==> src/logic/pscfc_cfg.svh <==
`ifndef PSCFC_CFG_SVH
`define PSCFC_CFG_SVH

// Line levels: mark is logic one, space is logic zero.
`define PSC_MARK            1'b1
`define PSC_SPACE           1'b0

// Clock and oversampling.
`define PSC_CLK_HZ          50000000
`define PSC_CYC_PER_MS      (`PSC_CLK_HZ / 1000)
`define PSC_OVS             16
`define PSC_OVS_MID         4'h7
`define PSC_OVS_LAST        4'hF
`define PSC_DIV_W           16

// Baud rates.
`define PSC_BAUD_300        300
`define PSC_BAUD_600        600
`define PSC_BAUD_1200       1200
`define PSC_BAUD_2400       2400
`define PSC_BAUD_4800       4800
`define PSC_BAUD_9600       9600
`define PSC_BAUD_19200      19200

// Character framing.
`define PSC_LAST_BIT8       3'h7
`define PSC_LAST_BIT7       3'h6
`define PSC_FRAME_BITS8     4'h9
`define PSC_FRAME_BITS7     4'h8

// Flow control characters and timing.
`define PSC_XON_CHAR        8'h11
`define PSC_XOFF_CHAR       8'h13
`define PSC_XON_PERIOD_MS   1000
`define PSC_MIN_BUSY_S_MS   200
`define PSC_MIN_BUSY_L_MS   1000
`define PSC_TMR_W           26

// Receive FIFO.
`define PSC_FIFO_W          8
`define PSC_FIFO_DEPTH      16
`define PSC_FIFO_AW         4
`define PSC_FIFO_HIGH       5'h0C
`define PSC_FIFO_LOW        5'h04

// Configuration reset values.
`define PSC_FLOW_RST        2'h0
`define PSC_BAUD_RST        3'h5
`define PSC_LEN7_RST        1'b0
`define PSC_PAR_RST         2'h0

`endif

==> src/logic/pscfc_pkg.sv <==
`default_nettype none
package pscfc_pkg;
  typedef enum logic [1:0] {
    FLOW_READY_ON_SPACE,
    FLOW_READY_ON_MARK,
    FLOW_XONXOFF,
    FLOW_READY_BUSY_WITH_PERIODIC_RESUME
  } pscfc_flow_t;
  typedef enum logic [1:0] {PAR_NONE, PAR_EVEN, PAR_ODD, PAR_RSVD} pscfc_par_t;
  typedef enum logic [2:0] {
    BAUD_300, BAUD_600, BAUD_1200, BAUD_2400, BAUD_4800, BAUD_9600, BAUD_19200, BAUD_RSVD
  } pscfc_baud_t;
  typedef enum {RX_IDLE, RX_START, RX_DATA, RX_PAR, RX_STOP} pscfc_rx_state_t;
endpackage
`default_nettype wire

==> src/logic/pscfc_ser_if.sv <==
`timescale 1ns/1ps
`default_nettype none
interface pscfc_ser_if;
  logic                  tick;
  logic                  len7;
  pscfc_pkg::pscfc_par_t par;
  modport src (output tick, output len7, output par);
  modport snk (input tick, input len7, input par);
endinterface
`default_nettype wire

==> src/logic/pscfc_fifo.sv <==
`timescale 1ns/1ps
`default_nettype none
module pscfc_fifo #(
  parameter int W     = 8,
  parameter int DEPTH = 16,
  parameter int AW    = 4
) (
  // Clock and reset.
  input  wire logic          clock,
  input  wire logic          nrst,
  input  wire logic          clk_en,
  // Fill side.
  input  wire logic          in_valid,
  output logic               in_ready,
  input  wire logic [W-1:0]  in_data,
  // Drain side.
  output logic               out_valid,
  input  wire logic          out_ready,
  output logic [W-1:0]       out_data,
  output logic [AW:0]        level
);
  logic [W-1:0] mem [DEPTH];
  logic [AW-1:0] wr_ff, rd_ff, nxt_wr, nxt_rd;
  logic [AW:0]   cnt_ff, nxt_cnt;
  logic          push, pop;

  always_comb begin
    in_ready  = (cnt_ff != (AW+1)'(DEPTH));
    out_valid = (cnt_ff != '0);
    push      = in_valid && in_ready;
    pop       = out_valid && out_ready;
    nxt_wr    = push ? wr_ff + 1'b1 : wr_ff;
    nxt_rd    = pop ? rd_ff + 1'b1 : rd_ff;
    nxt_cnt   = cnt_ff + (AW+1)'(push) - (AW+1)'(pop);
    out_data  = mem[rd_ff];
    level     = cnt_ff;
  end

  always_ff @(posedge clock or negedge nrst) begin
    if (!nrst) begin
      wr_ff  <= '0;
      rd_ff  <= '0;
      cnt_ff <= '0;
    end else if (clk_en) begin
      wr_ff  <= nxt_wr;
      rd_ff  <= nxt_rd;
      cnt_ff <= nxt_cnt;
    end
  end

  // The storage has no reset; only the pointers must be defined.
  always_ff @(posedge clock) begin
    if (clk_en && push) begin
      mem[wr_ff] <= in_data;
    end
  end
endmodule
`default_nettype wire

==> src/logic/pscfc_tx.sv <==
`include "pscfc_cfg.svh"
`timescale 1ns/1ps
`default_nettype none
module pscfc_tx (
  // Clock and reset.
  input  wire logic       clock,
  input  wire logic       nrst,
  input  wire logic       clk_en,
  // Line settings.
  pscfc_ser_if.snk        ser,
  // Character request.
  input  wire logic       send_valid,
  output logic            send_ready,
  input  wire logic [7:0] send_data,
  // Line.
  output logic            tx_line
);
  logic [10:0] sh_ff, nxt_sh, frm;
  logic [3:0]  left_ff, nxt_left, ovs_ff, nxt_ovs, nb;
  logic [7:0]  d;
  logic        pb;

  always_comb begin
    d   = ser.len7 ? {1'b0, send_data[6:0]} : send_data;
    pb  = (^d) ^ (ser.par == pscfc_pkg::PAR_ODD);
    frm = {11{`PSC_MARK}};
    frm[0] = `PSC_SPACE;
    frm[8:1] = d;
    nb = ser.len7 ? `PSC_FRAME_BITS7 : `PSC_FRAME_BITS8;
    if (ser.len7) begin
      frm[8] = `PSC_MARK;
    end
    if (ser.par != pscfc_pkg::PAR_NONE) begin
      frm[nb] = pb;
      nb = nb + 4'h1;
    end
    send_ready = (left_ff == '0);
    nxt_sh   = sh_ff;
    nxt_left = left_ff;
    nxt_ovs  = ovs_ff;
    if (send_valid && send_ready) begin
      nxt_sh   = frm;
      nxt_left = nb + 4'h1;
      nxt_ovs  = '0;
    end else if (left_ff != '0 && ser.tick) begin
      nxt_ovs = ovs_ff + 4'h1;
      if (ovs_ff == `PSC_OVS_LAST) begin
        nxt_sh   = {`PSC_MARK, sh_ff[10:1]};
        nxt_left = left_ff - 4'h1;
      end
    end
    tx_line = sh_ff[0];
  end

  always_ff @(posedge clock or negedge nrst) begin
    if (!nrst) begin
      sh_ff   <= {11{`PSC_MARK}};
      left_ff <= '0;
      ovs_ff  <= '0;
    end else if (clk_en) begin
      sh_ff   <= nxt_sh;
      left_ff <= nxt_left;
      ovs_ff  <= nxt_ovs;
    end
  end
endmodule
`default_nettype wire

==> src/logic/pscfc_top.sv <==
`include "pscfc_cfg.svh"
`timescale 1ns/1ps
`default_nettype none
module pscfc_top #(
  parameter int XON_PERIOD_CYC  = `PSC_XON_PERIOD_MS * `PSC_CYC_PER_MS,
  parameter int MIN_BUSY_S_CYC  = `PSC_MIN_BUSY_S_MS * `PSC_CYC_PER_MS,
  parameter int MIN_BUSY_L_CYC  = `PSC_MIN_BUSY_L_MS * `PSC_CYC_PER_MS
) (
  // Clock and reset.
  input  wire logic        clock,
  input  wire logic        nrst,
  input  wire logic        clk_en,
  // Serial pins.
  input  wire logic        rx_pin,
  output logic             tx_pin,
  output logic             rts_pin,
  output logic             dtr_pin,
  // Settings from the nonvolatile store.
  input  wire logic        cfg_load,
  input  wire logic [1:0]  nv_flow_control_select,
  input  wire logic [2:0]  nv_baud_select,
  input  wire logic        nv_len7,
  input  wire logic [1:0]  nv_parity_select,
  input  wire logic        nv_min_busy_long,
  input  wire logic        min_busy_enable,
  // Settings in force, for writing back to the store.
  output logic [1:0]       flow_control_select,
  output logic [2:0]       baud_select,
  output logic             len7,
  output logic [1:0]       parity_select,
  output logic             min_busy_long,
  // Received characters.
  output logic             rx_valid,
  input  wire logic        rx_ready,
  output logic [7:0]       rx_data,
  // Status.
  output logic             busy,
  output logic             parity_error,
  output logic             framing_error,
  output logic             overrun
);
  // Configuration group.
  pscfc_pkg::pscfc_flow_t flow_ff, nxt_flow;
  pscfc_pkg::pscfc_baud_t baud_ff, nxt_baud;
  pscfc_pkg::pscfc_par_t  par_ff, nxt_par;
  logic                   len7_ff, nxt_len7, mbl_ff, nxt_mbl;

  always_comb begin
    nxt_flow = flow_ff;
    nxt_baud = baud_ff;
    nxt_par  = par_ff;
    nxt_len7 = len7_ff;
    nxt_mbl  = mbl_ff;
    if (cfg_load) begin
      nxt_flow = pscfc_pkg::pscfc_flow_t'(nv_flow_control_select);
      nxt_baud = pscfc_pkg::pscfc_baud_t'(nv_baud_select);
      nxt_par  = pscfc_pkg::pscfc_par_t'(nv_parity_select);
      nxt_len7 = nv_len7;
      nxt_mbl  = nv_min_busy_long;
    end
  end

  always_ff @(posedge clock or negedge nrst) begin
    if (!nrst) begin
      flow_ff <= pscfc_pkg::pscfc_flow_t'(`PSC_FLOW_RST);
      baud_ff <= pscfc_pkg::pscfc_baud_t'(`PSC_BAUD_RST);
      par_ff  <= pscfc_pkg::pscfc_par_t'(`PSC_PAR_RST);
      len7_ff <= `PSC_LEN7_RST;
      mbl_ff  <= 1'b0;
    end else if (clk_en) begin
      flow_ff <= nxt_flow;
      baud_ff <= nxt_baud;
      par_ff  <= nxt_par;
      len7_ff <= nxt_len7;
      mbl_ff  <= nxt_mbl;
    end
  end

  assign flow_control_select = flow_ff;
  assign baud_select         = baud_ff;
  assign len7                = len7_ff;
  assign parity_select       = par_ff;
  assign min_busy_long       = mbl_ff;

  // Oversampling tick at sixteen times the bit rate.
  pscfc_ser_if ser ();
  logic [`PSC_DIV_W-1:0] div, bcnt_ff, nxt_bcnt;

  always_comb begin
    unique case (baud_ff)
      pscfc_pkg::BAUD_300:   div = `PSC_DIV_W'(`PSC_CLK_HZ / (`PSC_OVS * `PSC_BAUD_300));
      pscfc_pkg::BAUD_600:   div = `PSC_DIV_W'(`PSC_CLK_HZ / (`PSC_OVS * `PSC_BAUD_600));
      pscfc_pkg::BAUD_1200:  div = `PSC_DIV_W'(`PSC_CLK_HZ / (`PSC_OVS * `PSC_BAUD_1200));
      pscfc_pkg::BAUD_2400:  div = `PSC_DIV_W'(`PSC_CLK_HZ / (`PSC_OVS * `PSC_BAUD_2400));
      pscfc_pkg::BAUD_4800:  div = `PSC_DIV_W'(`PSC_CLK_HZ / (`PSC_OVS * `PSC_BAUD_4800));
      pscfc_pkg::BAUD_19200: div = `PSC_DIV_W'(`PSC_CLK_HZ / (`PSC_OVS * `PSC_BAUD_19200));
      default:               div = `PSC_DIV_W'(`PSC_CLK_HZ / (`PSC_OVS * `PSC_BAUD_9600));
    endcase
    ser.tick = (bcnt_ff >= div - `PSC_DIV_W'(1));
    nxt_bcnt = (ser.tick || cfg_load) ? '0 : bcnt_ff + `PSC_DIV_W'(1);
    ser.len7 = len7_ff;
    ser.par  = par_ff;
  end

  always_ff @(posedge clock or negedge nrst) begin
    if (!nrst) begin
      bcnt_ff <= '0;
    end else if (clk_en) begin
      bcnt_ff <= nxt_bcnt;
    end
  end

  // Receive line synchroniser; the line idles at mark.
  logic rx_m_ff, rx_s_ff;

  always_ff @(posedge clock or negedge nrst) begin
    if (!nrst) begin
      rx_m_ff <= `PSC_MARK;
      rx_s_ff <= `PSC_MARK;
    end else if (clk_en) begin
      rx_m_ff <= rx_pin;
      rx_s_ff <= rx_m_ff;
    end
  end

  // Receiver.
  pscfc_pkg::pscfc_rx_state_t st_ff, nxt_st;
  logic [3:0] ovs_ff, nxt_ovs;
  logic [2:0] bit_ff, nxt_bit;
  logic [7:0] sh_ff, nxt_sh, dat_ff, nxt_dat;
  logic       push_ff, nxt_push, perr_ff, nxt_perr, ferr_ff, nxt_ferr, ovr_ff, nxt_ovr;
  logic       pacc_ff, nxt_pacc, fifo_in_ready;
  logic [`PSC_FIFO_AW:0] level;

  always_comb begin
    nxt_st   = st_ff;
    nxt_ovs  = ovs_ff;
    nxt_bit  = bit_ff;
    nxt_sh   = sh_ff;
    nxt_dat  = dat_ff;
    nxt_pacc = pacc_ff;
    nxt_push = 1'b0;
    nxt_perr = 1'b0;
    nxt_ferr = 1'b0;
    nxt_ovr  = push_ff && !fifo_in_ready;
    unique case (st_ff)
      pscfc_pkg::RX_IDLE: begin
        if (rx_s_ff == `PSC_SPACE) begin
          nxt_st  = pscfc_pkg::RX_START;
          nxt_ovs = '0;
        end
      end
      pscfc_pkg::RX_START: begin
        if (ser.tick) begin
          nxt_ovs = ovs_ff + 4'h1;
          // Sampling half a bit in leaves nearly half a bit of margin each way.
          if (ovs_ff == `PSC_OVS_MID) begin
            nxt_ovs  = '0;
            nxt_bit  = '0;
            nxt_pacc = (par_ff == pscfc_pkg::PAR_ODD);
            nxt_st   = (rx_s_ff == `PSC_SPACE) ? pscfc_pkg::RX_DATA : pscfc_pkg::RX_IDLE;
          end
        end
      end
      pscfc_pkg::RX_DATA: begin
        if (ser.tick) begin
          nxt_ovs = ovs_ff + 4'h1;
          if (ovs_ff == `PSC_OVS_LAST) begin
            nxt_sh   = {rx_s_ff, sh_ff[7:1]};
            nxt_pacc = pacc_ff ^ rx_s_ff;
            nxt_bit  = bit_ff + 3'h1;
            if (bit_ff == (len7_ff ? `PSC_LAST_BIT7 : `PSC_LAST_BIT8)) begin
              nxt_st = (par_ff == pscfc_pkg::PAR_NONE) ? pscfc_pkg::RX_STOP
                                                        : pscfc_pkg::RX_PAR;
            end
          end
        end
      end
      pscfc_pkg::RX_PAR: begin
        if (ser.tick) begin
          nxt_ovs = ovs_ff + 4'h1;
          if (ovs_ff == `PSC_OVS_LAST) begin
            nxt_pacc = pacc_ff ^ rx_s_ff;
            nxt_st   = pscfc_pkg::RX_STOP;
          end
        end
      end
      pscfc_pkg::RX_STOP: begin
        if (ser.tick) begin
          nxt_ovs = ovs_ff + 4'h1;
          if (ovs_ff == `PSC_OVS_LAST) begin
            nxt_st  = pscfc_pkg::RX_IDLE;
            nxt_dat = len7_ff ? {1'b0, sh_ff[7:1]} : sh_ff;
            // A character with a bad stop bit is dropped rather than stored.
            nxt_ferr = (rx_s_ff != `PSC_MARK);
            nxt_push = (rx_s_ff == `PSC_MARK);
            nxt_perr = (par_ff != pscfc_pkg::PAR_NONE) && pacc_ff;
          end
        end
      end
    endcase
  end

  always_ff @(posedge clock or negedge nrst) begin
    if (!nrst) begin
      st_ff   <= pscfc_pkg::RX_IDLE;
      ovs_ff  <= '0;
      bit_ff  <= '0;
      sh_ff   <= '0;
      dat_ff  <= '0;
      pacc_ff <= 1'b0;
      push_ff <= 1'b0;
      perr_ff <= 1'b0;
      ferr_ff <= 1'b0;
      ovr_ff  <= 1'b0;
    end else if (clk_en) begin
      st_ff   <= nxt_st;
      ovs_ff  <= nxt_ovs;
      bit_ff  <= nxt_bit;
      sh_ff   <= nxt_sh;
      dat_ff  <= nxt_dat;
      pacc_ff <= nxt_pacc;
      push_ff <= nxt_push;
      perr_ff <= nxt_perr;
      ferr_ff <= nxt_ferr;
      ovr_ff  <= nxt_ovr;
    end
  end

  assign parity_error  = perr_ff;
  assign framing_error = ferr_ff;
  assign overrun       = ovr_ff;

  pscfc_fifo #(
    .W     (`PSC_FIFO_W),
    .DEPTH (`PSC_FIFO_DEPTH),
    .AW    (`PSC_FIFO_AW)
  ) u_fifo (
    .clock     (clock),
    .nrst      (nrst),
    .clk_en    (clk_en),
    .in_valid  (push_ff),
    .in_ready  (fifo_in_ready),
    .in_data   (dat_ff),
    .out_valid (rx_valid),
    .out_ready (rx_ready),
    .out_data  (rx_data),
    .level     (level)
  );

  // Flow control.
  logic                  busy_ff, nxt_busy, dtr_ff, nxt_dtr;
  logic                  pxon_ff, nxt_pxon, pxoff_ff, nxt_pxoff;
  logic [`PSC_TMR_W-1:0] hold_ff, nxt_hold, per_ff, nxt_per;
  logic                  send_ready, send_go, use_sw;

  always_comb begin
    nxt_busy  = busy_ff;
    nxt_hold  = (hold_ff != '0) ? hold_ff - `PSC_TMR_W'(1) : hold_ff;
    use_sw    = (flow_ff == pscfc_pkg::FLOW_XONXOFF);
    send_go   = (pxon_ff || pxoff_ff) && send_ready;
    nxt_pxoff = pxoff_ff && !(send_go && busy_ff);
    nxt_pxon  = pxon_ff && !(send_go && !busy_ff);
    nxt_per   = per_ff;
    if (!busy_ff && level >= `PSC_FIFO_HIGH) begin
      nxt_busy  = 1'b1;
      // The hold only applies when the page-description personality enables it.
      nxt_hold  = !min_busy_enable ? '0 :
                  mbl_ff ? `PSC_TMR_W'(MIN_BUSY_L_CYC) : `PSC_TMR_W'(MIN_BUSY_S_CYC);
      nxt_pxoff = use_sw;
      nxt_pxon  = 1'b0;
    end else if (busy_ff && hold_ff == '0 && level <= `PSC_FIFO_LOW) begin
      nxt_busy  = 1'b0;
      nxt_pxon  = use_sw || (flow_ff == pscfc_pkg::FLOW_READY_BUSY_WITH_PERIODIC_RESUME);
      nxt_pxoff = 1'b0;
    end
    if (flow_ff == pscfc_pkg::FLOW_READY_BUSY_WITH_PERIODIC_RESUME && !busy_ff) begin
      nxt_per = per_ff + `PSC_TMR_W'(1);
      if (per_ff >= `PSC_TMR_W'(XON_PERIOD_CYC - 1)) begin
        nxt_per  = '0;
        nxt_pxon = 1'b1;
      end
    end else begin
      nxt_per = '0;
    end
    // The ready level is space unless ready-on-mark is chosen.
    nxt_dtr = (flow_ff == pscfc_pkg::FLOW_READY_ON_MARK) ? (busy_ff ? `PSC_SPACE : `PSC_MARK)
                                                         : (busy_ff ? `PSC_MARK : `PSC_SPACE);
    if (use_sw) begin
      nxt_dtr = `PSC_SPACE;
    end
  end

  always_ff @(posedge clock or negedge nrst) begin
    if (!nrst) begin
      busy_ff  <= 1'b0;
      hold_ff  <= '0;
      per_ff   <= '0;
      pxon_ff  <= 1'b0;
      pxoff_ff <= 1'b0;
      dtr_ff   <= `PSC_SPACE;
    end else if (clk_en) begin
      busy_ff  <= nxt_busy;
      hold_ff  <= nxt_hold;
      per_ff   <= nxt_per;
      pxon_ff  <= nxt_pxon;
      pxoff_ff <= nxt_pxoff;
      dtr_ff   <= nxt_dtr;
    end
  end

  assign busy    = busy_ff;
  assign dtr_pin = dtr_ff;
  assign rts_pin = `PSC_SPACE;

  pscfc_tx u_tx (
    .clock      (clock),
    .nrst       (nrst),
    .clk_en     (clk_en),
    .ser        (ser.snk),
    .send_valid (pxon_ff || pxoff_ff),
    .send_ready (send_ready),
    .send_data  (busy_ff ? `PSC_XOFF_CHAR : `PSC_XON_CHAR),
    .tx_line    (tx_pin)
  );
endmodule
`default_nettype wire

==> config.mk <==
export PLATFORM = sky130hd
export DESIGN_NAME = pscfc_top
export DESIGN_NICKNAME = d
export VERILOG_FILES = /design/src/logic/pscfc_pkg.sv /design/src/logic/pscfc_ser_if.sv /design/src/logic/pscfc_fifo.sv /design/src/logic/pscfc_tx.sv /design/src/logic/pscfc_top.sv
export VERILOG_INCLUDE_DIRS = /design/src /design/src/logic
export SDC_FILE = /design/constraint.sdc
export NUM_CORES = 1
export LEC_CHECK = 0
export ABC_AREA = 0
export ABC_CLOCK_PERIOD_IN_PS = 4360
export BUFFER_PORTS_ARGS = -buffer_cell sky130_fd_sc_hd__buf_2
export CAP_MARGIN = 15
export CELL_PAD_IN_SITES_DETAIL_PLACEMENT = 1
export CELL_PAD_IN_SITES_GLOBAL_PLACEMENT = 1
export CORE_ASPECT_RATIO = 0.6
export CORE_MARGIN = 10
export CORE_UTILIZATION = 34
export CTS_CLUSTER_DIAMETER = 30
export DETAILED_ROUTE_END_ITERATION = 12
export PLACE_DENSITY = 0.61
export SYNTH_ARGS = -nofsm -noshare
export SYNTH_HDL_FRONTEND = slang
export SYNTH_SLANG_ARGS = --single-unit
==> constraint.sdc <==
create_clock -name clock -period 4.36 [get_ports clock]
set_input_delay 0 -clock clock [delete_from_list [all_inputs] [get_ports clock]]
set_output_delay 0 -clock clock [all_outputs]
set_load 0.005 [all_outputs]
==> results_tabular.tex <==
\begin{tabular}{lr}
\hline
Metric & Value \\
\hline
\multicolumn{2}{l}{\textbf{Status}} \\
\quad Status & finished clean \\
\multicolumn{2}{l}{\textbf{Setup path}} \\
\quad Startpoint-to-endpoint class of the critical path & reg -> reg \\
\quad Maximum fanout along the worst path & 18 \\
\quad Reg2reg start & baud\_select[2]\$\_DFFE\_PN1P\_ \\
\quad Worst r2r dst & bcnt\_ff[1]\$\_DFFE\_PN0P\_ \\
\quad Logic depth of the worst register-to-register path & 13 \\
\quad Critical path cell sequence & nand2b\_1 > nand2\_1 > nand2\_1 > ha\_1 > nand4b\_1 > o21a\_1 > ha\_1 > nand2\_1 > or3\_1 > o221ai\_1 > a41o\_1 > o32ai\_1 > dlygate4sd3\_1 \\
\quad Worst setup EP type & flop \\
\quad Critical Path AT & 4360 ps \\
\quad Critical Path Slowest Stage Cell & a41o\_1 \\
\quad Required time of the worst setup path & 4800 ps \\
\quad Crit path top cell by count & nand2\_1 \\
\quad Crit path largest cell delay & 660 ps \\
\quad Slack of the worst reg-to-reg path & 440 ps \\
\quad Worst setup SP type & flop \\
\multicolumn{2}{l}{\textbf{Clock network}} \\
\quad Clk slew on worst S/H paths & 40 ps \\
\quad TritonCTS clock tree & built \\
\quad Clock tree root driver cell & clkbuf\_16 \\
\quad Postcts setup bufs & 0 \\
\quad Clock Sink Count & 273 \\
\quad Clock network latency to the later pin of the worst-skew pair & 570 ps \\
\quad TritonCTS Buffers & 55 \\
\quad CTS Buffer Depth & 3 \\
\quad Number of levels the H-tree was split into & 2 \\
\multicolumn{2}{l}{\textbf{Run}} \\
\quad Maximum Capacitance Violations & 0 \\
\multicolumn{2}{l}{\textbf{Yosys}} \\
\quad Area share of the largest cell type after synthesis & 29.3\% \\
\quad Flip-flop cell with the highest count after synthesis & dfrtp\_1 \\
\quad Dominant cell type by area after synthesis & edfxtp\_1 \\
\quad Number of flops mapped to enable cells by yosys & 128 \\
\quad Nets in the synthesized netlist & 1130 \\
\quad Number of instances in the synthesized netlist & 1073 \\
\quad Biggest area contributors in the synthesized netlist & edfxtp\_1, dfrtp\_1, mux4\_2, ha\_1, mux2\_2 \\
\quad Synthesized flop and latch total & 273 \\
\quad Mean instance size in the synthesized netlist & 12.2 sq um \\
\quad Yosys warns & 0 \\
\quad Combined area of all synthesized cells & 0.0131 sq mm \\
\quad Sequential-to-total area share from yosys stat & 57.1\% \\
\quad Synth unique cells & 74 \\
\quad Ys async rst share & 53.1\% \\
\multicolumn{2}{l}{\textbf{Final layout}} \\
\quad Core occupancy in the finished layout & 42.2\% \\
\quad Share of final-layout standard cells stronger than drive strength 1 & 21.5\% \\
\quad Number of non-filler instances in the completed layout & 1706 \\
\quad \# diodes & 0 \\
\quad Area Growth Syn to Fin & 22.0\% \\
\quad Number of fill cells & 3954 \\
\quad Final net count & 1204 \\
\multicolumn{2}{l}{\textbf{GRT}} \\
\quad First-pass GRT wire length & 55800 um \\
\quad Overflow left after global routing & 0 \\
\quad Vias in the first global route & 9498 \\
\quad Global-route usage over all layers & 15.0\% \\
\quad Number of antenna violations at the first check in global routing & 0 \\
\quad Largest net degree at the start of global routing & 87 \\
\multicolumn{2}{l}{\textbf{STA}} \\
\quad Layout Skew & 20.3 ps \\
\quad Final Max Slew Viols & 0 \\
\quad Clock period minus final worst setup slack & 3920 ps \\
\quad Slew HR & 24.3\% \\
\quad Tightest Pin Transition & 1110 ps \\
\quad Final setup viols & 0 \\
\quad Fin Setup TNS & 0 ps \\
\quad Max Fclk & 255 MHz \\
\quad Final hold violation count & 0 \\
\quad Setup repair after global routing missed its margin & no \\
\quad Fraction of the cycle the final worst path needs & 90.0\% \\
\multicolumn{2}{l}{\textbf{Route}} \\
\quad Wire per inst & 20.4 um \\
\quad Remaining number of nets flagged by the antenna check after routing & 0 \\
\quad Number of design rule violations left after detail routing & 0 \\
\quad Via Count & 9127 \\
\quad Initial DRC count & 805 \\
\quad Average via count per standard cell & 5.35 \\
\quad Final Routed Wirelength & 34800 um \\
\quad Number of detailed-route iterations in the first pass & 5 \\
\multicolumn{2}{l}{\textbf{Power and ir drop}} \\
\quad PwrDens & 564 mW/mm\^{}2 \\
\quad Gate power share & 15.3\% \\
\quad Pint & 0.00644 W \\
\quad Lkg Pwr & 6.72 nW \\
\quad Clk network pwr share & 48.9\% \\
\quad Maximum resistive drop on vdd & 0.285 mV \\
\quad Switch share & 28.6\% \\
\quad Proportion of power drawn by flip-flops and latches & 35.8\% \\
\quad Net switching power & 0.00258 W \\
\multicolumn{2}{l}{\textbf{Die}} \\
\quad Effective utilization at floorplan & 34.6\% \\
\quad Die height & 172 um \\
\quad Placeable core area & 0.0379 sq mm \\
\quad Area of the die & 0.0471 sq mm \\
\quad Num rows & 55 \\
\quad I/O Pins & 41 \\
\quad Die boundary width & 274 um \\
\multicolumn{2}{l}{\textbf{Place}} \\
\quad Port buffer count & 39 \\
\quad Gp weighted congestion & 0.785 \\
\quad Cell total after placement & 1587 \\
\quad HPWL after detailed placement & 23100 um \\
\multicolumn{2}{l}{\textbf{Worst hold path}} \\
\quad Hold crit path type & in -> async \\
\hline
\end{tabular}
critical path, delay by kind of cell, from the launching register on:
family | cells | cell delay [ps]
adder cells (fa/ha/maj) | 2 | 480
flip-flops | 1 | 650
buffers and inverters | 1 | 580
AO/OA/AOI/OAI | 4 | 1210
AND/OR/NAND/NOR | 6 | 880
flip-flops by register name (all words and copies together), names as in the netlist, 2 cells and up:
signal / flops
baud_select: 3
bcnt_ff: 16
bit_ff: 3
dat_ff: 8
flow_control_select: 2
hold_ff: 26
ovs_ff: 4
parity_select: 2
per_ff: 26
sh_ff: 8
st_ff: 3
u_fifo.level: 5
u_fifo.mem: 128
u_fifo.rd_ff: 4
u_fifo.wr_ff: 4
u_tx.left_ff: 4
u_tx.ovs_ff: 4
u_tx.sh_ff: 10
Yosys cell counts (all sizes together), types with 8 or more instances:
cell type  instances
dfrtp            131
edfxtp           128
nor2              85
nand2             82
a21oi             54
o21ai             51
nor3              43
clkbuf            40
ha                40
mux4              40
inv               37
mux2              34
nand3             32
a31oi             24
xnor2             24
and3              20
or3               15
dfstp             14
nand2b            14
nand4             12
or4               11
buf               10
nor4              10
a211o              8
a21o               8
mux2i              8
o211ai             8
xor2               8
cell type report:
class	instances	area [sq um]	share of cell area, %
Clock inverter	33	424	2.65
Multi-Input combinational cell	713	5320	33.2
Timing Repair Buffer	67	464	2.90
Clock buffer	70	1530	9.53
Inverter	37	139	0.868
Sequential cell	273	7490	46.8
Tap cell	513	642	4.01
worst max path at each step:
stage,end,depth (start not counted),slack (ps),from
after floorplan,dat_ff[0]$_DFFE_PN0P_,15,700,baud_select[2]$_DFFE_PN1P_
after global routing,bcnt_ff[1]$_DFFE_PN0P_,13,180,baud_select[2]$_DFFE_PN1P_
after global placement,dat_ff[1]$_DFFE_PN0P_,15,600,baud_select[0]$_DFFE_PN1P_
final,bcnt_ff[1]$_DFFE_PN0P_,13,440,baud_select[2]$_DFFE_PN1P_
after CTS,bcnt_ff[1]$_DFFE_PN0P_,13,420,baud_select[2]$_DFFE_PN1P_
after detailed placement,u_tx.sh_ff[2]$_DFFE_PN1P_,13,500,baud_select[2]$_DFFE_PN1P_
layout by cell type, fill, tap and decap left out, types with 7 or more instances in the layout:
cell type and instances:
nand4_1 12, mux4_2 40, bufinv_16 8, xnor2_1 24
a21oi_1 54, dlygate4sd3_1 16, o21ai_0 50, nand3_1 32
ha_1 40, inv_1 37, clkbuf_1 8, a22o_1 7
clkinv_2 9, mux2_2 34, nor3_1 38, a21o_1 8
nor2_1 85, buf_4 11, dfrtp_1 130, o211ai_1 8
a211o_1 8, buf_2 38, a31oi_1 24, edfxtp_1 128
or3_1 15, xor2_1 8, and3_1 20, nand2b_1 14
clkbuf_16 57, nor4_1 10, nand2_1 82, a32o_1 7
dfstp_2 14, inv_6 7, mux2i_1 8
power groups by stage:
stage,Combinational [W],Sequential [W],Clock (W)
2_1_floorplan,0.00115,0.00306,0
3_3_place_gp,0.00133,0.00326,0
3_5_place_dp,0.00137,0.00327,0
4_1_cts,0.00139,0.00323,0.00450
5_1_grt,0.00156,0.00328,0.00466
6_report,0.00138,0.00323,0.00441
kinds of logic after synthesis:
| logic type | count (synthesis) | synth area share (%) |
|---|---|---|
| flops | 273 | 57.1 |
| other cells | 1 | 0.0286 |
| buf+inv | 87 | 2.59 |
| fa+ha+maj | 41 | 3.97 |
| xor+xnor | 32 | 2.14 |
| compound gates | 209 | 10.5 |
| mux | 82 | 10.4 |
| simple gates | 348 | 13.3 |
repair_timing:
action | CTS | global route
hold buffers | 16 | 0
resized for setup | 0 | 0
hold endpoints to repair | 80 | 0
through the flow:
| step | instance area, sq um | total power [W] | hold WS, ps | setup slack [ps] |
|---|---|---|---|---|
| 3_5_place_dp | 13900 | 0.00465 | 33.7 | 502 |
| 2_1_floorplan | 13100 | 0.00422 | -296 | 699 |
| 5_1_grt | 16000 | 0.00949 | 55.4 | 178 |
| 3_3_place_gp | 13900 | 0.00459 | 34.7 | 595 |
| 6_report | 16000 | 0.00902 | 6.90 | 436 |
| 4_1_cts | 16000 | 0.00913 | 23.6 | 420 |
layer usage:
metal / routed length (um) / part of all wire, % / GRT usage (%) / vias up
li1: - / - / - / 4245
met1: 18600 / 53 / 23.1 / 4656
met2: 14000 / 40 / 20.7 / 181
met3: 1680 / 4.8 / 3.02 / 45
met4: 571 / 1.6 / 4.02 / 0
met5: 0 / 0 / 0 / -
Power figures use the tool's default switching activity.
